### src/shared/avf_defs.vh
// constants for the analog setup, volume, fade and flash-entry command block
// assumes one clock at 250 MHz and byte-wide command delivery
`ifndef AVF_DEFS_VH
`define AVF_DEFS_VH

`define AVF_CLK_PERIOD_NS 4

// first-byte opcodes
`define AVF_OPC_ANALOG_SETUP_CMD_TOP 6'h01
`define AVF_OPC_AMP_VOLUME_CMD 8'h08
`define AVF_OPC_FADE 8'h0C
`define AVF_OPC_FLASH_DIRECT_CMD 8'h10

// analog setup fields, first byte
`define AVF_B1_AMP_CLASS_SEL 1
`define AVF_B1_HPF 0
// analog setup fields, second byte
`define AVF_B2_FAD 7
`define AVF_B2_DAG_MSB 6
`define AVF_B2_DAG_LSB 5
`define AVF_B2_AIG_MSB 4
`define AVF_B2_AIG_LSB 3
`define AVF_B2_EN_HI 2
`define AVF_B2_EN_LO 1
`define AVF_B2_POP 0

// amplifier volume field and codes
`define AVF_VOL_MSB 5
`define AVF_VOL_LSB 2
`define AVF_VOL_RESET 4'h8
`define AVF_VOL_BAD1 4'h1
`define AVF_VOL_BAD2 4'h2

// fade fields
`define AVF_FADE_SEL_MSB 3
`define AVF_FADE_SEL_LSB 1
`define AVF_FADE_EN_BIT 0
`define AVF_FADE_SEL_RESET 3'h0

// ramp arithmetic
`define AVF_STEP_FULL 16'h0080
`define AVF_PERIOD_NUM 18'h00108
`define AVF_PERIOD_RND 18'h000FF
`define AVF_PERIOD_SHIFT 8
`define AVF_GAIN_SHIFT 8

// flash protection
`define AVF_PROTECT_LOCK 8'h69

// line output transition times in ns
`define AVF_SUP_RISE_NS 100000
`define AVF_SUP_FALL_NS 100000
`define AVF_PLAIN_RISE_NS 20000
`define AVF_PLAIN_FALL_NS 20000

`endif

### src/hdl/avf_top.v
// command interpreter for analog setup, amplifier volume, fade and flash entry
// assumes bytes arrive one per cycle-pulse, first byte of a command flagged
// What this block does
// - speaker mode: enables 00 powers down, 01 powers up; pop bit ignored.
// - line out on speaker-positive pin: enables 10 up, 00 down, pop chooses.
// - line out on line pin: enables 11 up, 00 down, pop chooses.
// - line output ramps ground to mid-reference using suppressed or plain durations.
// - analog off: negative speaker floats, positive grounded, reference and line grounded.
// - amp volume is two bytes, 4-bit code in bits 5..2, rest zero.
// - amp volume accepted regardless of channel ready flags.
// - volume resets to code 8; 0 mutes; codes 1 and 2 prohibited.
// - volume survives playback stop, returns to code 8 on power-down.
// - fade is two bytes: step in bits 3..1, enable bit 0; starts off.
// - fade accepted regardless of ready flags; ramps channel volume changes.
// - each group period moves 128/32768 shifted right by the step field.
// - ramp lasts code difference times period times rounded-up 264 ratio.
// - flash mode entered only if stored code not 0x69 and codes match.
// - stored code 0x69 never allows flash mode.
// - flash mode ends only by reset; no command leaves it.
// - flash-direct arriving over the I2C port is ignored.
// - analog setup ignored when powered down, transitioning, or playing.
// - analog setup returns to initial values on reset or power-down.
`timescale 1ns/1ns
`default_nettype none
`include "avf_defs.vh"

module avf_top #(
  parameter CHANNELS = 4,
  parameter VOL_W = 7,
  parameter SUP_RISE_NS = `AVF_SUP_RISE_NS,
  parameter SUP_FALL_NS = `AVF_SUP_FALL_NS,
  parameter PLAIN_RISE_NS = `AVF_PLAIN_RISE_NS,
  parameter PLAIN_FALL_NS = `AVF_PLAIN_FALL_NS
) (
  // clock and reset
  input wire clk,
  input wire sys_rst,
  // command bytes
  input wire [7:0] cmd_byte,
  input wire cmd_valid,
  input wire cmd_first,
  input wire cmd_from_i2c,
  // chip state
  input wire chip_powered,
  input wire chip_transition,
  input wire playing,
  input wire power_down_evt,
  input wire [7:0] stored_protect_code,
  // channel volume changes
  input wire group_tick,
  input wire [CHANNELS-1:0] chan_vol_wr,
  input wire [CHANNELS*VOL_W-1:0] chan_vol_code,
  // analog settings
  output reg amp_class_sel_r,
  output reg hpf_en_r,
  output reg stop_fade_r,
  output reg [1:0] dac_gain_r,
  output reg [1:0] ain_gain_r,
  output reg analog_enable_hi_r,
  output reg analog_enable_lo_r,
  output reg pop_suppress_r,
  // analog state and pins
  output reg analog_up_r,
  output reg analog_busy_r,
  output reg line_at_mid_r,
  output reg speaker_neg_out_oe_r,
  output reg speaker_pos_out_gnd_r,
  output reg mid_reference_out_gnd_r,
  output reg line_out_pin_gnd_r,
  // volume and fade
  output reg [3:0] amp_volume_code_r,
  output reg fade_en_r,
  output reg [2:0] ramp_step_sel_r,
  output wire [CHANNELS*16-1:0] chan_gain,
  output wire [CHANNELS-1:0] chan_ramp_busy,
  // flash access
  output reg flash_access_r
);

  // transition durations in cycles, rounded up, at least one
  localparam integer SUP_RISE_CYC = (SUP_RISE_NS + `AVF_CLK_PERIOD_NS - 1) / `AVF_CLK_PERIOD_NS;
  localparam integer SUP_FALL_CYC = (SUP_FALL_NS + `AVF_CLK_PERIOD_NS - 1) / `AVF_CLK_PERIOD_NS;
  localparam integer PLAIN_RISE_CYC = (PLAIN_RISE_NS + `AVF_CLK_PERIOD_NS - 1) / `AVF_CLK_PERIOD_NS;
  localparam integer PLAIN_FALL_CYC = (PLAIN_FALL_NS + `AVF_CLK_PERIOD_NS - 1) / `AVF_CLK_PERIOD_NS;
  localparam [23:0] SUP_RISE_C = (SUP_RISE_CYC < 1) ? 24'h000001 : SUP_RISE_CYC[23:0];
  localparam [23:0] SUP_FALL_C = (SUP_FALL_CYC < 1) ? 24'h000001 : SUP_FALL_CYC[23:0];
  localparam [23:0] PLAIN_RISE_C = (PLAIN_RISE_CYC < 1) ? 24'h000001 : PLAIN_RISE_CYC[23:0];
  localparam [23:0] PLAIN_FALL_C = (PLAIN_FALL_CYC < 1) ? 24'h000001 : PLAIN_FALL_CYC[23:0];

  // analog states
  localparam [1:0] ST_OFF = 2'b00;
  localparam [1:0] ST_RISE = 2'b01;
  localparam [1:0] ST_ON = 2'b10;
  localparam [1:0] ST_FALL = 2'b11;

  // command collector
  reg pend_r;
  reg [7:0] op_r;
  reg pend_nxt;
  reg [7:0] op_nxt;
  wire is_analog_setup_cmd_w = (op_r[7:2] == `AVF_OPC_ANALOG_SETUP_CMD_TOP);
  wire is_amp_volume_cmd_w = (op_r == `AVF_OPC_AMP_VOLUME_CMD);
  wire is_fade_w = (op_r == `AVF_OPC_FADE);
  wire is_fdir_w = (op_r == `AVF_OPC_FLASH_DIRECT_CMD);
  wire known_w = (cmd_byte[7:2] == `AVF_OPC_ANALOG_SETUP_CMD_TOP) || (cmd_byte == `AVF_OPC_AMP_VOLUME_CMD) ||
                 (cmd_byte == `AVF_OPC_FADE) || (cmd_byte == `AVF_OPC_FLASH_DIRECT_CMD);
  wire second_w = cmd_valid && !cmd_first && pend_r;

  always @* begin
    pend_nxt = pend_r;
    op_nxt = op_r;
    if (cmd_valid && cmd_first) begin
      pend_nxt = known_w;
      op_nxt = cmd_byte;
    end else if (second_w) begin
      pend_nxt = 1'b0;
    end
    if (power_down_evt) begin
      pend_nxt = 1'b0;
    end
  end

  always @(posedge clk or posedge sys_rst) begin
    if (sys_rst) begin
      pend_r <= 1'b0;
      op_r <= 8'h00;
    end else begin
      pend_r <= pend_nxt;
      op_r <= op_nxt;
    end
  end

  // full command decodes, applied on the second byte
  wire [3:0] vol_field_w = cmd_byte[`AVF_VOL_MSB:`AVF_VOL_LSB];
  wire amp_volume_cmd_ok_w = (cmd_byte[7:6] == 2'b00) && (cmd_byte[1:0] == 2'b00) &&
                   (vol_field_w != `AVF_VOL_BAD1) && (vol_field_w != `AVF_VOL_BAD2);
  wire amp_volume_cmd_go_w = second_w && is_amp_volume_cmd_w && amp_volume_cmd_ok_w;
  wire fade_go_w = second_w && is_fade_w && (cmd_byte[7:4] == 4'h0);
  wire fdir_go_w = second_w && is_fdir_w && !cmd_from_i2c && chip_powered;
  reg [1:0] ast_r;
  wire analog_setup_cmd_go_w = second_w && is_analog_setup_cmd_w && chip_powered && !chip_transition && !playing &&
                    (ast_r == ST_OFF || ast_r == ST_ON);

  wire new_hi_w = cmd_byte[`AVF_B2_EN_HI];
  wire new_lo_w = cmd_byte[`AVF_B2_EN_LO];
  wire new_pop_w = cmd_byte[`AVF_B2_POP];
  wire want_up_w = new_hi_w | new_lo_w;
  wire spk_mode_w = !new_hi_w && new_lo_w;

  // analog setup registers
  always @(posedge clk or posedge sys_rst) begin
    if (sys_rst) begin
      amp_class_sel_r <= 1'b0;
      hpf_en_r <= 1'b0;
      stop_fade_r <= 1'b0;
      dac_gain_r <= 2'b00;
      ain_gain_r <= 2'b00;
      analog_enable_hi_r <= 1'b0;
      analog_enable_lo_r <= 1'b0;
      pop_suppress_r <= 1'b0;
    end else if (power_down_evt) begin
      amp_class_sel_r <= 1'b0;
      hpf_en_r <= 1'b0;
      stop_fade_r <= 1'b0;
      dac_gain_r <= 2'b00;
      ain_gain_r <= 2'b00;
      analog_enable_hi_r <= 1'b0;
      analog_enable_lo_r <= 1'b0;
      pop_suppress_r <= 1'b0;
    end else if (analog_setup_cmd_go_w) begin
      amp_class_sel_r <= op_r[`AVF_B1_AMP_CLASS_SEL];
      hpf_en_r <= op_r[`AVF_B1_HPF];
      stop_fade_r <= cmd_byte[`AVF_B2_FAD];
      dac_gain_r <= cmd_byte[`AVF_B2_DAG_MSB:`AVF_B2_DAG_LSB];
      ain_gain_r <= cmd_byte[`AVF_B2_AIG_MSB:`AVF_B2_AIG_LSB];
      analog_enable_hi_r <= new_hi_w;
      analog_enable_lo_r <= new_lo_w;
      pop_suppress_r <= new_pop_w;
    end
  end

  // analog power sequencer
  reg [23:0] tmr_r;
  reg [1:0] ast_nxt;
  reg [23:0] tmr_nxt;

  always @* begin
    ast_nxt = ast_r;
    tmr_nxt = tmr_r;
    case (ast_r)
      ST_OFF: begin
        if (analog_setup_cmd_go_w && want_up_w) begin
          ast_nxt = ST_RISE;
          tmr_nxt = (new_pop_w && !spk_mode_w) ? SUP_RISE_C : PLAIN_RISE_C;
        end
      end
      ST_RISE: begin
        if (tmr_r <= 24'h000001) begin
          ast_nxt = ST_ON;
          tmr_nxt = 24'h000000;
        end else begin
          tmr_nxt = tmr_r - 24'h000001;
        end
      end
      ST_ON: begin
        if (analog_setup_cmd_go_w && !want_up_w) begin
          ast_nxt = ST_FALL;
          tmr_nxt = (new_pop_w && analog_enable_hi_r) ? SUP_FALL_C : PLAIN_FALL_C;
        end
      end
      ST_FALL: begin
        if (tmr_r <= 24'h000001) begin
          ast_nxt = ST_OFF;
          tmr_nxt = 24'h000000;
        end else begin
          tmr_nxt = tmr_r - 24'h000001;
        end
      end
      default: begin
        ast_nxt = ST_OFF;
        tmr_nxt = 24'h000000;
      end
    endcase
    if (power_down_evt) begin
      ast_nxt = ST_OFF;
      tmr_nxt = 24'h000000;
    end
  end

  always @(posedge clk or posedge sys_rst) begin
    if (sys_rst) begin
      ast_r <= ST_OFF;
      tmr_r <= 24'h000000;
      analog_up_r <= 1'b0;
      analog_busy_r <= 1'b0;
      line_at_mid_r <= 1'b0;
      speaker_neg_out_oe_r <= 1'b0;
      speaker_pos_out_gnd_r <= 1'b1;
      mid_reference_out_gnd_r <= 1'b1;
      line_out_pin_gnd_r <= 1'b1;
    end else begin
      ast_r <= ast_nxt;
      tmr_r <= tmr_nxt;
      analog_up_r <= (ast_nxt == ST_ON);
      analog_busy_r <= (ast_nxt == ST_RISE) || (ast_nxt == ST_FALL);
      line_at_mid_r <= (ast_nxt == ST_ON) && analog_enable_hi_r;
      speaker_neg_out_oe_r <= (ast_nxt != ST_OFF);
      speaker_pos_out_gnd_r <= (ast_nxt == ST_OFF);
      mid_reference_out_gnd_r <= (ast_nxt == ST_OFF);
      line_out_pin_gnd_r <= (ast_nxt == ST_OFF);
    end
  end

  // amplifier volume and fade settings
  always @(posedge clk or posedge sys_rst) begin
    if (sys_rst) begin
      amp_volume_code_r <= `AVF_VOL_RESET;
      fade_en_r <= 1'b0;
      ramp_step_sel_r <= `AVF_FADE_SEL_RESET;
    end else if (power_down_evt) begin
      amp_volume_code_r <= `AVF_VOL_RESET;
      fade_en_r <= 1'b0;
      ramp_step_sel_r <= `AVF_FADE_SEL_RESET;
    end else begin
      if (amp_volume_cmd_go_w) begin
        amp_volume_code_r <= vol_field_w;
      end
      if (fade_go_w) begin
        fade_en_r <= cmd_byte[`AVF_FADE_EN_BIT];
        ramp_step_sel_r <= cmd_byte[`AVF_FADE_SEL_MSB:`AVF_FADE_SEL_LSB];
      end
    end
  end

  // flash access entry, left only by reset
  always @(posedge clk or posedge sys_rst) begin
    if (sys_rst) begin
      flash_access_r <= 1'b0;
    end else if (fdir_go_w && (stored_protect_code != `AVF_PROTECT_LOCK) &&
                 (cmd_byte == stored_protect_code)) begin
      flash_access_r <= 1'b1;
    end
  end

  // per-channel volume ramps
  genvar gi;
  generate
    for (gi = 0; gi < CHANNELS; gi = gi + 1) begin : g_ch
      avf_ramp #(
        .VOL_W(VOL_W)
      ) u_ramp (
        .clk(clk),
        .sys_rst(sys_rst),
        .vol_wr(chan_vol_wr[gi]),
        .vol_code(chan_vol_code[gi*VOL_W +: VOL_W]),
        .fade_en(fade_en_r),
        .step_sel(ramp_step_sel_r),
        .group_tick(group_tick),
        .clear(power_down_evt),
        .gain_r(chan_gain[gi*16 +: 16]),
        .ramp_busy_r(chan_ramp_busy[gi]),
        .ramp_left_r()
      );
    end
  endgenerate

endmodule
`default_nettype wire

### src/hdl/avf_ramp.v
// one channel volume ramp: steps the gain toward a new code each group period
// assumes group_tick is a one-cycle pulse once per sampling-group period
`timescale 1ns/1ns
`default_nettype none
`include "avf_defs.vh"

module avf_ramp #(
  parameter VOL_W = 7
) (
  // clock and reset
  input wire clk,
  input wire sys_rst,
  // control
  input wire vol_wr,
  input wire [VOL_W-1:0] vol_code,
  input wire fade_en,
  input wire [2:0] step_sel,
  input wire group_tick,
  input wire clear,
  // state
  output reg [15:0] gain_r,
  output reg ramp_busy_r,
  output reg [15:0] ramp_left_r
);

  wire [15:0] target_w = {{(16-VOL_W){1'b0}}, vol_code} << `AVF_GAIN_SHIFT;
  reg [15:0] goal_r;
  reg [15:0] goal_nxt;
  wire [15:0] step_w = `AVF_STEP_FULL >> step_sel;
  wire [17:0] per_code_w = ((`AVF_PERIOD_NUM << step_sel) + `AVF_PERIOD_RND) >> `AVF_PERIOD_SHIFT;
  wire [VOL_W-1:0] cur_code_w = goal_r[`AVF_GAIN_SHIFT+VOL_W-1:`AVF_GAIN_SHIFT];
  wire [VOL_W-1:0] diff_w = (vol_code > cur_code_w) ? vol_code - cur_code_w : cur_code_w - vol_code;
  wire [25:0] dur_w = diff_w * per_code_w[7:0];

  always @* begin
    goal_nxt = goal_r;
    if (vol_wr) begin
      goal_nxt = target_w;
    end
  end

  always @(posedge clk or posedge sys_rst) begin
    if (sys_rst) begin
      goal_r <= 16'h0000;
      gain_r <= 16'h0000;
      ramp_busy_r <= 1'b0;
      ramp_left_r <= 16'h0000;
    end else if (clear) begin
      goal_r <= 16'h0000;
      gain_r <= 16'h0000;
      ramp_busy_r <= 1'b0;
      ramp_left_r <= 16'h0000;
    end else begin
      goal_r <= goal_nxt;
      if (vol_wr && !fade_en) begin
        gain_r <= target_w;
        ramp_busy_r <= 1'b0;
        ramp_left_r <= 16'h0000;
      end else if (vol_wr) begin
        ramp_left_r <= dur_w[15:0];
        ramp_busy_r <= (diff_w != {VOL_W{1'b0}});
      end else if (group_tick && ramp_busy_r) begin
        if (gain_r + step_w < goal_r) begin
          gain_r <= gain_r + step_w;
        end else if (gain_r > goal_r + step_w) begin
          gain_r <= gain_r - step_w;
        end else begin
          gain_r <= goal_r;
        end
        ramp_left_r <= ramp_left_r - 16'h0001;
        if (ramp_left_r <= 16'h0001) begin
          ramp_busy_r <= 1'b0;
          gain_r <= goal_r;
        end
      end
    end
  end

endmodule
`default_nettype wire

### config.mk
export PLATFORM = sky130hd
export DESIGN_NAME = avf_top
export DESIGN_NICKNAME = d
export VERILOG_FILES = /design/src/hdl/avf_top.v /design/src/hdl/avf_ramp.v
export VERILOG_INCLUDE_DIRS = /design/src /design/src/shared
export SDC_FILE = /design/constraint.sdc
export NUM_CORES = 1
export LEC_CHECK = 0
export BUFFER_PORTS_ARGS = -buffer_cell sky130_fd_sc_hd__buf_4
export CORE_MARGIN = 4
export CORE_UTILIZATION = 48
export DETAILED_ROUTE_END_ITERATION = 8
export PLACE_DENSITY = 0.76
export SLEW_MARGIN = 20
export SYNTH_ARGS = -nofsm -noshare
export SYNTH_HDL_FRONTEND = slang
export SYNTH_HIERARCHICAL = 1
export SYNTH_SLANG_ARGS = --single-unit
export TNS_END_PERCENT = 100
### constraint.sdc
create_clock -name clk -period 19.6 [get_ports clk]
set_input_delay 0.98 -clock clk [delete_from_list [all_inputs] [get_ports clk]]
set_output_delay 0.98 -clock clk [all_outputs]
set_load 0.05 [all_outputs]
==> impl_metrics.py, run 1 <==
metrics = {
    "run_status": {
        "status": "completed",
    },
    "pwr": {
        "power.static_leakage_uw": 0.01465,
        "peakVddDrop_mv": 0.07591,
        "powerDensity_mw_per_mm2": 58.33,
    },
    "worst_setup_path": {
        "endpoint_kind": "flip-flop",
        "critical-path-top-delay-family": "adder cells",
        "number_of_buffer_and_inverter_stages_on_the_critical_path": 4,
        "cp_slowest_cell": "sky130_fd_sc_hd__xor2_1",
        "cp.required_ps": 20060,
        "timing_worst_setup_path_type": "in -> reg",
        "worst-path-max-fanout": 10,
        "crit_path_start_kind": "input port",
        "worst_ep_arrival_time_ps": 7700,
        "critical_path.max_stage_delay_ps": 560,
    },
    "floorplanning": {
        "die_h_microns": 245.9,
        "top_level_ports": 152,
        "floorplan.initialDensity_pct": 48.93,
        "fp.dieArea_sq_mm": 0.06047,
        "core_area_sq_mm": 0.05552,
        "horizontal_die_dimension_microns": 245.9,
        "placementRows": 86,
    },
    "synthesis": {
        "synth.ff_latch_count": 218,
        "yosys_synthesis_warning_count": 6,
        "synth_edf_count": 0,
        "asyncSetResetFlopFracSynth_pct": 100.0,
        "synth.net_count": 3770,
        "syn_inst": 3262,
        "most_used_dff_post_synth": "sky130_fd_sc_hd__dfrtp_1",
        "yosys.cell_types.count": 119,
        "syn-mean-instance-area_sq_um": 8.328,
        "ys_seq_area_share_pct": 20.09,
        "synthesis.area_sq_mm": 0.02717,
    },
    "detailed_routing": {
        "routed_via_density": 6.015,
        "routed_wire_length_per_instance_microns": 18.65,
        "drt-initial-drc-count": 2172,
        "drcViolationCount": 0,
        "total_wire_length_microns": 76610,
        "post_detailed_route_count_of_antenna_violating_nets": 0,
        "drtPass1Iterations": 6,
        "routed-via-count": 24710,
    },
    "clocking": {
        "clock_latency_of_the_later_clocked_register_in_the_worst_skew_pair_ps": 610,
        "tritoncts_num_sinks": 218,
        "post_cts.resized_instances": 0,
        "cts-hold-fix-buffers": 0,
        "clockBufferDepth": 3,
        "cts-buffers-inserted": 30,
        "cts-root-buf": "sky130_fd_sc_hd__clkbuf_16",
        "cts_setup_buffers": 0,
        "htree_num_levels": 1,
        "clk_pin_slew_ps": 60,
        "cts_tree": "built",
    },
    "finish": {
        "num_antenna_cells": 0,
        "share_of_layout_cells_above_drive_strength_1_pct": 10.30,
        "final_common_cell": "sky130_fd_sc_hd__nor2_1",
        "syn_to_layout_area_delta_pct": 10.18,
        "finish.net_count": 3846,
        "final_area_sq_mm": 0.02993,
        "commonest_non_fill_non_tap_cells_in_the_layout": "400 x sky130_fd_sc_hd__nor2_1, 318 x sky130_fd_sc_hd__ha_1, 285 x sky130_fd_sc_hd__inv_1, 231 x sky130_fd_sc_hd__nand2_1, 214 x sky130_fd_sc_hd__dfrtp_1",
    },
    "placement": {
        "gp_routability_congestion": 0.9411,
        "numPortBuffers": 151,
        "hpwl_microns": 58130,
        "placement.cell_area_sq_mm": 0.02882,
    },
    "grt": {
        "antenna_found_initial": 2,
        "gr-total-overflow": 0,
        "pin_count_of_the_biggest_net_entering_global_routing": 59,
        "grt_pass1_wl_microns": 125300,
        "grt_usage_pct": 24.85,
        "grt_pass1_vias": 23910,
    },
    "timing": {
        "layout_worst_path_cycle_share_pct": 36.91,
        "setup_repair_after_global_routing_missed_its_margin": "no",
        "report.final.slew_viol_count": 0,
        "final.setup.tns_ps": 0,
        "setup_viol": 0,
        "maxClockFrequency_mhz": 138.2,
        "worstMarginPinSlew_ps": 995.3,
        "hold_violations": 0,
        "post-route-min-period_ps": 7235,
        "worst_clock_skew_ps": 25.32,
        "max_slew_headroom_pct": 33.08,
    },
    "run": {
        "max-cap-violations": 0,
    },
    "min_path": {
        "min-delay-path-class": "in -> async",
    },
}
worst register-to-register path: stages (launching register included):
cell	delay (ps)
sky130_fd_sc_hd__dfrtp_1	430
sky130_fd_sc_hd__ha_1	340
sky130_fd_sc_hd__nor2b_1	160
sky130_fd_sc_hd__o31a_1	260
sky130_fd_sc_hd__o211a_1	240
sky130_fd_sc_hd__o22ai_2	390
sky130_fd_sc_hd__mux2i_1	350
sky130_fd_sc_hd__o221ai_1	170
sky130_fd_sc_hd__a21oi_1	210
sky130_fd_sc_hd__xor2_1	560
sky130_fd_sc_hd__nor2_1	140
sky130_fd_sc_hd__fa_1	490
sky130_fd_sc_hd__fa_1	530
sky130_fd_sc_hd__fa_1	550
sky130_fd_sc_hd__inv_1	50
sky130_fd_sc_hd__fa_1	530
sky130_fd_sc_hd__inv_1	50
sky130_fd_sc_hd__ha_1	360
sky130_fd_sc_hd__a21o_1	200
sky130_fd_sc_hd__a31o_2	220
sky130_fd_sc_hd__a41oi_1	240
sky130_fd_sc_hd__a21oi_1	110
sky130_fd_sc_hd__xor2_1	150
sky130_fd_sc_hd__a21oi_1	170
sky130_fd_sc_hd__a21oi_1	60
cell usage after synthesis, types with 55 or more instances:
master	count	area share, %
sky130_fd_sc_hd__a21o_1	55	1.5
sky130_fd_sc_hd__a21oi_1	196	3.6
sky130_fd_sc_hd__clkbuf_1	86	1.2
sky130_fd_sc_hd__dfrtp_1	216	20
sky130_fd_sc_hd__fa_1	132	9.7
sky130_fd_sc_hd__ha_1	318	15
sky130_fd_sc_hd__inv_1	290	4.0
sky130_fd_sc_hd__mux2i_1	61	2.2
sky130_fd_sc_hd__nand2_1	231	3.2
sky130_fd_sc_hd__nand2b_1	63	1.5
sky130_fd_sc_hd__nand3_1	72	1.3
sky130_fd_sc_hd__nor2_1	400	5.5
sky130_fd_sc_hd__nor3_1	68	1.3
sky130_fd_sc_hd__o21ai_0	151	2.8
sky130_fd_sc_hd__xnor2_1	98	3.2
sky130_fd_sc_hd__xor2_1	60	1.9
flip-flops by register name, summed over array words and instances (netlist names), 2 cells and up:
| register | cells |
|---|---|
| g_ch.u_ramp/ramp_busy_r | 4 |
| amp_volume_code_r | 4 |
| dac_gain_r | 2 |
| op_r | 8 |
| g_ch.u_ramp/ramp_left_r | 64 |
| ramp_step_sel_r | 3 |
| g_ch.u_ramp/goal_r | 28 |
| tmr_r | 24 |
| ain_gain_r | 2 |
| g_ch.u_ramp/gain_r | 64 |
layer usage:
metal / wire, microns / part of all wire, % / track usage, % / up-vias
met5: 27 / 0.035 / 0 / -
met4: 2369 / 3.1 / 7.592 / 4
met3: 5725 / 7.5 / 4.340 / 152
met2: 34390 / 45 / 39.89 / 940
met1: 34090 / 45 / 34.38 / 11880
li1: - / - / - / 11730
per-stage QoR:
stage	util, %	total power, uW	std cells	setup slack, ps	hold WS, ps
4_1_cts	53.91	1752	4108	12470	470.2
3_5_place_dp	51.90	1111	4054	11820	468.2
5_1_grt	53.91	1844	4108	11860	508.8
3_3_place_gp	51.90	1103	4054	12110	462.9
6_report	53.91	1746	4108	12370	485.3
2_1_floorplan	-	963.4	3262	12630	442.0
kinds of logic after synthesis:
| kind of cell | after synthesis | share of synthesized area [%] |
|---|---|---|
| AND/OR/NAND/NOR | 1143 | 21.07 |
| AO/OA/AOI/OAI | 792 | 20.02 |
| adder cells (fa/ha/maj) | 450 | 24.37 |
| buffers and inverters | 420 | 6.167 |
| flip-flops | 218 | 20.09 |
| XOR/XNOR | 160 | 5.255 |
| multiplexers | 79 | 3.021 |
power breakdown:
group | switching (uW) | internal [uW]
logic | 383 | 234
clock network | 236 | 393
registers | 32.2 | 467
total | 652 | 1090
path summary, 6_finish.rpt:
path                                                from                             end  slack (ps)  cells after the start
worst max-delay path                    chan_vol_code[8]  g_ch[1].u_ramp/ramp_left_r[13]       12370                     26
worst min register to register                 tmr_r[22]                       tmr_r[22]         490                      1
min in group clk                               tmr_r[22]                       tmr_r[22]         490                      1
worst min-delay path                             sys_rst   g_ch[0].u_ramp/ramp_left_r[0]         490                      2
worst max register to register  g_ch[1].u_ramp/goal_r[9]  g_ch[1].u_ramp/ramp_left_r[13]       12520                     24
max in group asynchronous                        sys_rst       g_ch[0].u_ramp/gain_r[12]       18340                      3
layout make-up:
class / count / area (sq um)
clock inverter: 18 / 320.3
multi-input combinational: 2624 / 20040
fill: 5113 / 25590
clock buffer: 36 / 793.3
timing repair buffer: 171 / 1284
sequential: 218 / 5460
inverter: 293 / 1100
tap: 748 / 935.9
(Power assumes the default switching activity.)
==> inputs of run 2 (changes only) <==
clock period = 6.7 ns   (was 19.6 ns; I/O delays follow)
==> run 2 against run 1 <==
  * Via count rose by 1.7%
  * Power grew to 2.9 times the previous value
  * Combinational power rose to 3.1 times the previous value
  * Largest power group is now combinational cells
  * Clock power increased to 2.7 times the previous value
  * Critical endpoint is now g_ch[0].u_ramp/ramp_left_r[13]
  * Register-to-register slack lost 12000 ps
  * Final area grew 2.1%
  * Wire length up 2.3%
==> impl_metrics.py, run 2 (synthesis results as in run 1) <==
metrics = {
    "timing": {
        "maxClockFrequency_mhz": 155.4,
        "post-route-min-period_ps": 6437,
        "finalWorstSetupSlack_ps": 263.4,
        "final.setup.tns_ps": 0,
        "max_slew_headroom_pct": 36.82,
        "hold_violations": 0,
        "layout_worst_path_cycle_share_pct": 96.07,
        "worstMarginPinSlew_ps": 939.7,
        "fin_worst_hold_slack_ps": 33.98,
        "report.final.slew_viol_count": 0,
        "setup_viol": 0,
        "worst_clock_skew_ps": 15.14,
    },
    "pwr": {
        "power.static_leakage_uw": 0.01493,
        "peakVddDrop_mv": 0.2064,
        "report.power.total_uw": 5078,
        "powerDensity_mw_per_mm2": 166.2,
    },
    "detailed_routing": {
        "total_wire_length_microns": 78380,
        "drcViolationCount": 0,
        "drt-initial-drc-count": 2053,
        "drtPass1Iterations": 6,
        "routed_wire_length_per_instance_microns": 18.79,
        "routed_via_density": 6.023,
        "routed-via-count": 25130,
        "post_detailed_route_count_of_antenna_violating_nets": 0,
    },
    "floorplanning": {
        "fp.dieArea_sq_mm": 0.06047,
        "top_level_ports": 152,
        "horizontal_die_dimension_microns": 245.9,
        "core_area_sq_mm": 0.05552,
        "die_h_microns": 245.9,
        "floorplan.initialDensity_pct": 48.93,
        "placementRows": 86,
    },
    "grt": {
        "pin_count_of_the_biggest_net_entering_global_routing": 59,
        "antenna_found_initial": 0,
        "gr-usage-met3_pct": 4.558,
        "gr-total-overflow": 0,
        "grt_usage_pct": 25.22,
        "grt_util_met2_pct": 40.53,
        "grt_pass1_wl_microns": 126900,
        "gr_met1_demand_resource_pct": 35.00,
        "grt_pass1_vias": 24200,
        "gr-max-usage-layer": "met2",
    },
    "clocking": {
        "clock_latency_of_the_later_clocked_register_in_the_worst_skew_pair_ps": 600,
        "tritoncts_num_sinks": 218,
        "clk_pin_slew_ps": 60,
        "cts-buffers-inserted": 30,
        "cts-root-buf": "sky130_fd_sc_hd__clkbuf_16",
        "htree_num_levels": 1,
        "cts_tree": "built",
        "clockBufferDepth": 3,
    },
    "min_path": {
        "timing.hold.worst.start": "chan_vol_code[5]",
        "min-delay-path-class": "in -> reg",
    },
    "run": {
        "max-cap-violations": 0,
    },
    "worst_setup_path": {
        "worst-path-max-fanout": 8,
        "critical_path.reg2reg.startpoint": "g_ch[0].u_ramp/goal_r[9]",
        "startpoint": "g_ch[0].u_ramp/goal_r[9]",
        "crit_path_start_kind": "flip-flop",
        "cp.required_ps": 7150,
        "timing_worst_setup_path_type": "reg -> reg",
        "setup.reg_to_reg.worst_slack_ps": 260,
        "worst_ep_arrival_time_ps": 6890,
        "endpoint_kind": "flip-flop",
    },
    "placement": {
        "place_worst_setup_slack_ps": 8.603,
        "numPortBuffers": 151,
        "hpwl_microns": 59350,
        "gp_routability_congestion": 0.9516,
    },
    "finish": {
        "share_of_layout_cells_above_drive_strength_1_pct": 12.30,
        "num_antenna_cells": 0,
        "largestRegisters": "g_ch.u_ramp/gain_r x64, g_ch.u_ramp/ramp_left_r x64, g_ch.u_ramp/goal_r x28",
        "commonest_non_fill_non_tap_cells_in_the_layout": "400 x sky130_fd_sc_hd__nor2_1, 310 x sky130_fd_sc_hd__ha_1, 284 x sky130_fd_sc_hd__inv_1, 230 x sky130_fd_sc_hd__nand2_1, 215 x sky130_fd_sc_hd__buf_4",
        "final_common_cell": "sky130_fd_sc_hd__nor2_1",
        "finish.net_count": 3909,
        "syn_to_layout_area_delta_pct": 12.45,
    },
    "run_status": {
        "status": "completed",
    },
}
[run 2: cell count changes in the layout (fill, tap and decap cells not counted), sizes merged, moves of 2 or more]
cell,previous run,this run
buf,171,215
bufinv,8,4
dlygate4sd3,0,19
clkbuf,36,34
inv,289,291
clkinv,11,17
[run 2: area by class of cell]
cell class,count,area (sq um)
clock buffer,34,785.8
clock inverter,21,244.0
fill,5153,24970
inverter,293,1100
multi-input combinational,2624,20220
sequential,218,5463
tap,748,935.9
timing repair buffer,234,1804
[run 2: metal layers]
layer  wire length (microns)  vias to the layer above  part of all wire (%)
met3                    6178                      150                   7.9
met2                   35840                      967                    46
met4                    2220                        0                   2.8
li1                        -                    11830                     -
met5                       0                        -                     0
met1                   34140                    12180                    44
[run 2: timing repair]
item                                    CTS  global route
endpoints found under the hold margin   154             0
endpoints found under the setup margin    0            26
hold buffers                             19             0
gates resized for setup                   0            40
buffers inserted                          0             9
[run 2: critical path, cell delays in order, from the launching register on]
cell and delay, ps:
sky130_fd_sc_hd__dfrtp_1 450, sky130_fd_sc_hd__inv_1 160, sky130_fd_sc_hd__ha_1 230, sky130_fd_sc_hd__a21oi_1 140, sky130_fd_sc_hd__o21ai_1 100, sky130_fd_sc_hd__a221o_1 360, sky130_fd_sc_hd__a41oi_4 290, sky130_fd_sc_hd__mux2_2 400
sky130_fd_sc_hd__xnor2_2 150, sky130_fd_sc_hd__buf_4 170, sky130_fd_sc_hd__nor2_1 140, sky130_fd_sc_hd__fa_1 470, sky130_fd_sc_hd__fa_1 520, sky130_fd_sc_hd__fa_1 550, sky130_fd_sc_hd__inv_1 60, sky130_fd_sc_hd__fa_1 530
sky130_fd_sc_hd__inv_1 40, sky130_fd_sc_hd__ha_1 320, sky130_fd_sc_hd__or3_1 380, sky130_fd_sc_hd__o21ai_1 170, sky130_fd_sc_hd__a21oi_1 130, sky130_fd_sc_hd__a211oi_1 280, sky130_fd_sc_hd__xor2_1 180, sky130_fd_sc_hd__a21oi_1 80
[run 2: path summary, 6_finish.rpt]
check                                            endpoint  cells past startpoint
max in group asynchronous        g_ch[1].u_ramp/goal_r[8]                      4
setup reg to reg           g_ch[0].u_ramp/ramp_left_r[13]                     23
min in group asynchronous   g_ch[1].u_ramp/ramp_left_r[9]                      3
hold / removal                  g_ch[0].u_ramp/goal_r[13]                      3
hold reg to reg                                 tmr_r[22]                      1
setup / recovery           g_ch[0].u_ramp/ramp_left_r[13]                     23
[run 2: stage by stage]
step	utilization (%)	cells	cell area, sq um
floorplan	-	3262	27170
global placement	52.38	4089	29080
detailed placement	52.38	4089	29080
CTS	54.57	4163	30300
global route	55.02	4172	30550
finish	55.02	4172	30550
[run 2: report_power, final]
| part | internal, uW | switching [uW] |
|---|---|---|
| clock network | 1000 | 703 |
| registers | 1370 | 92.2 |
| logic | 765 | 1150 |
| total | 3130 | 1950 |
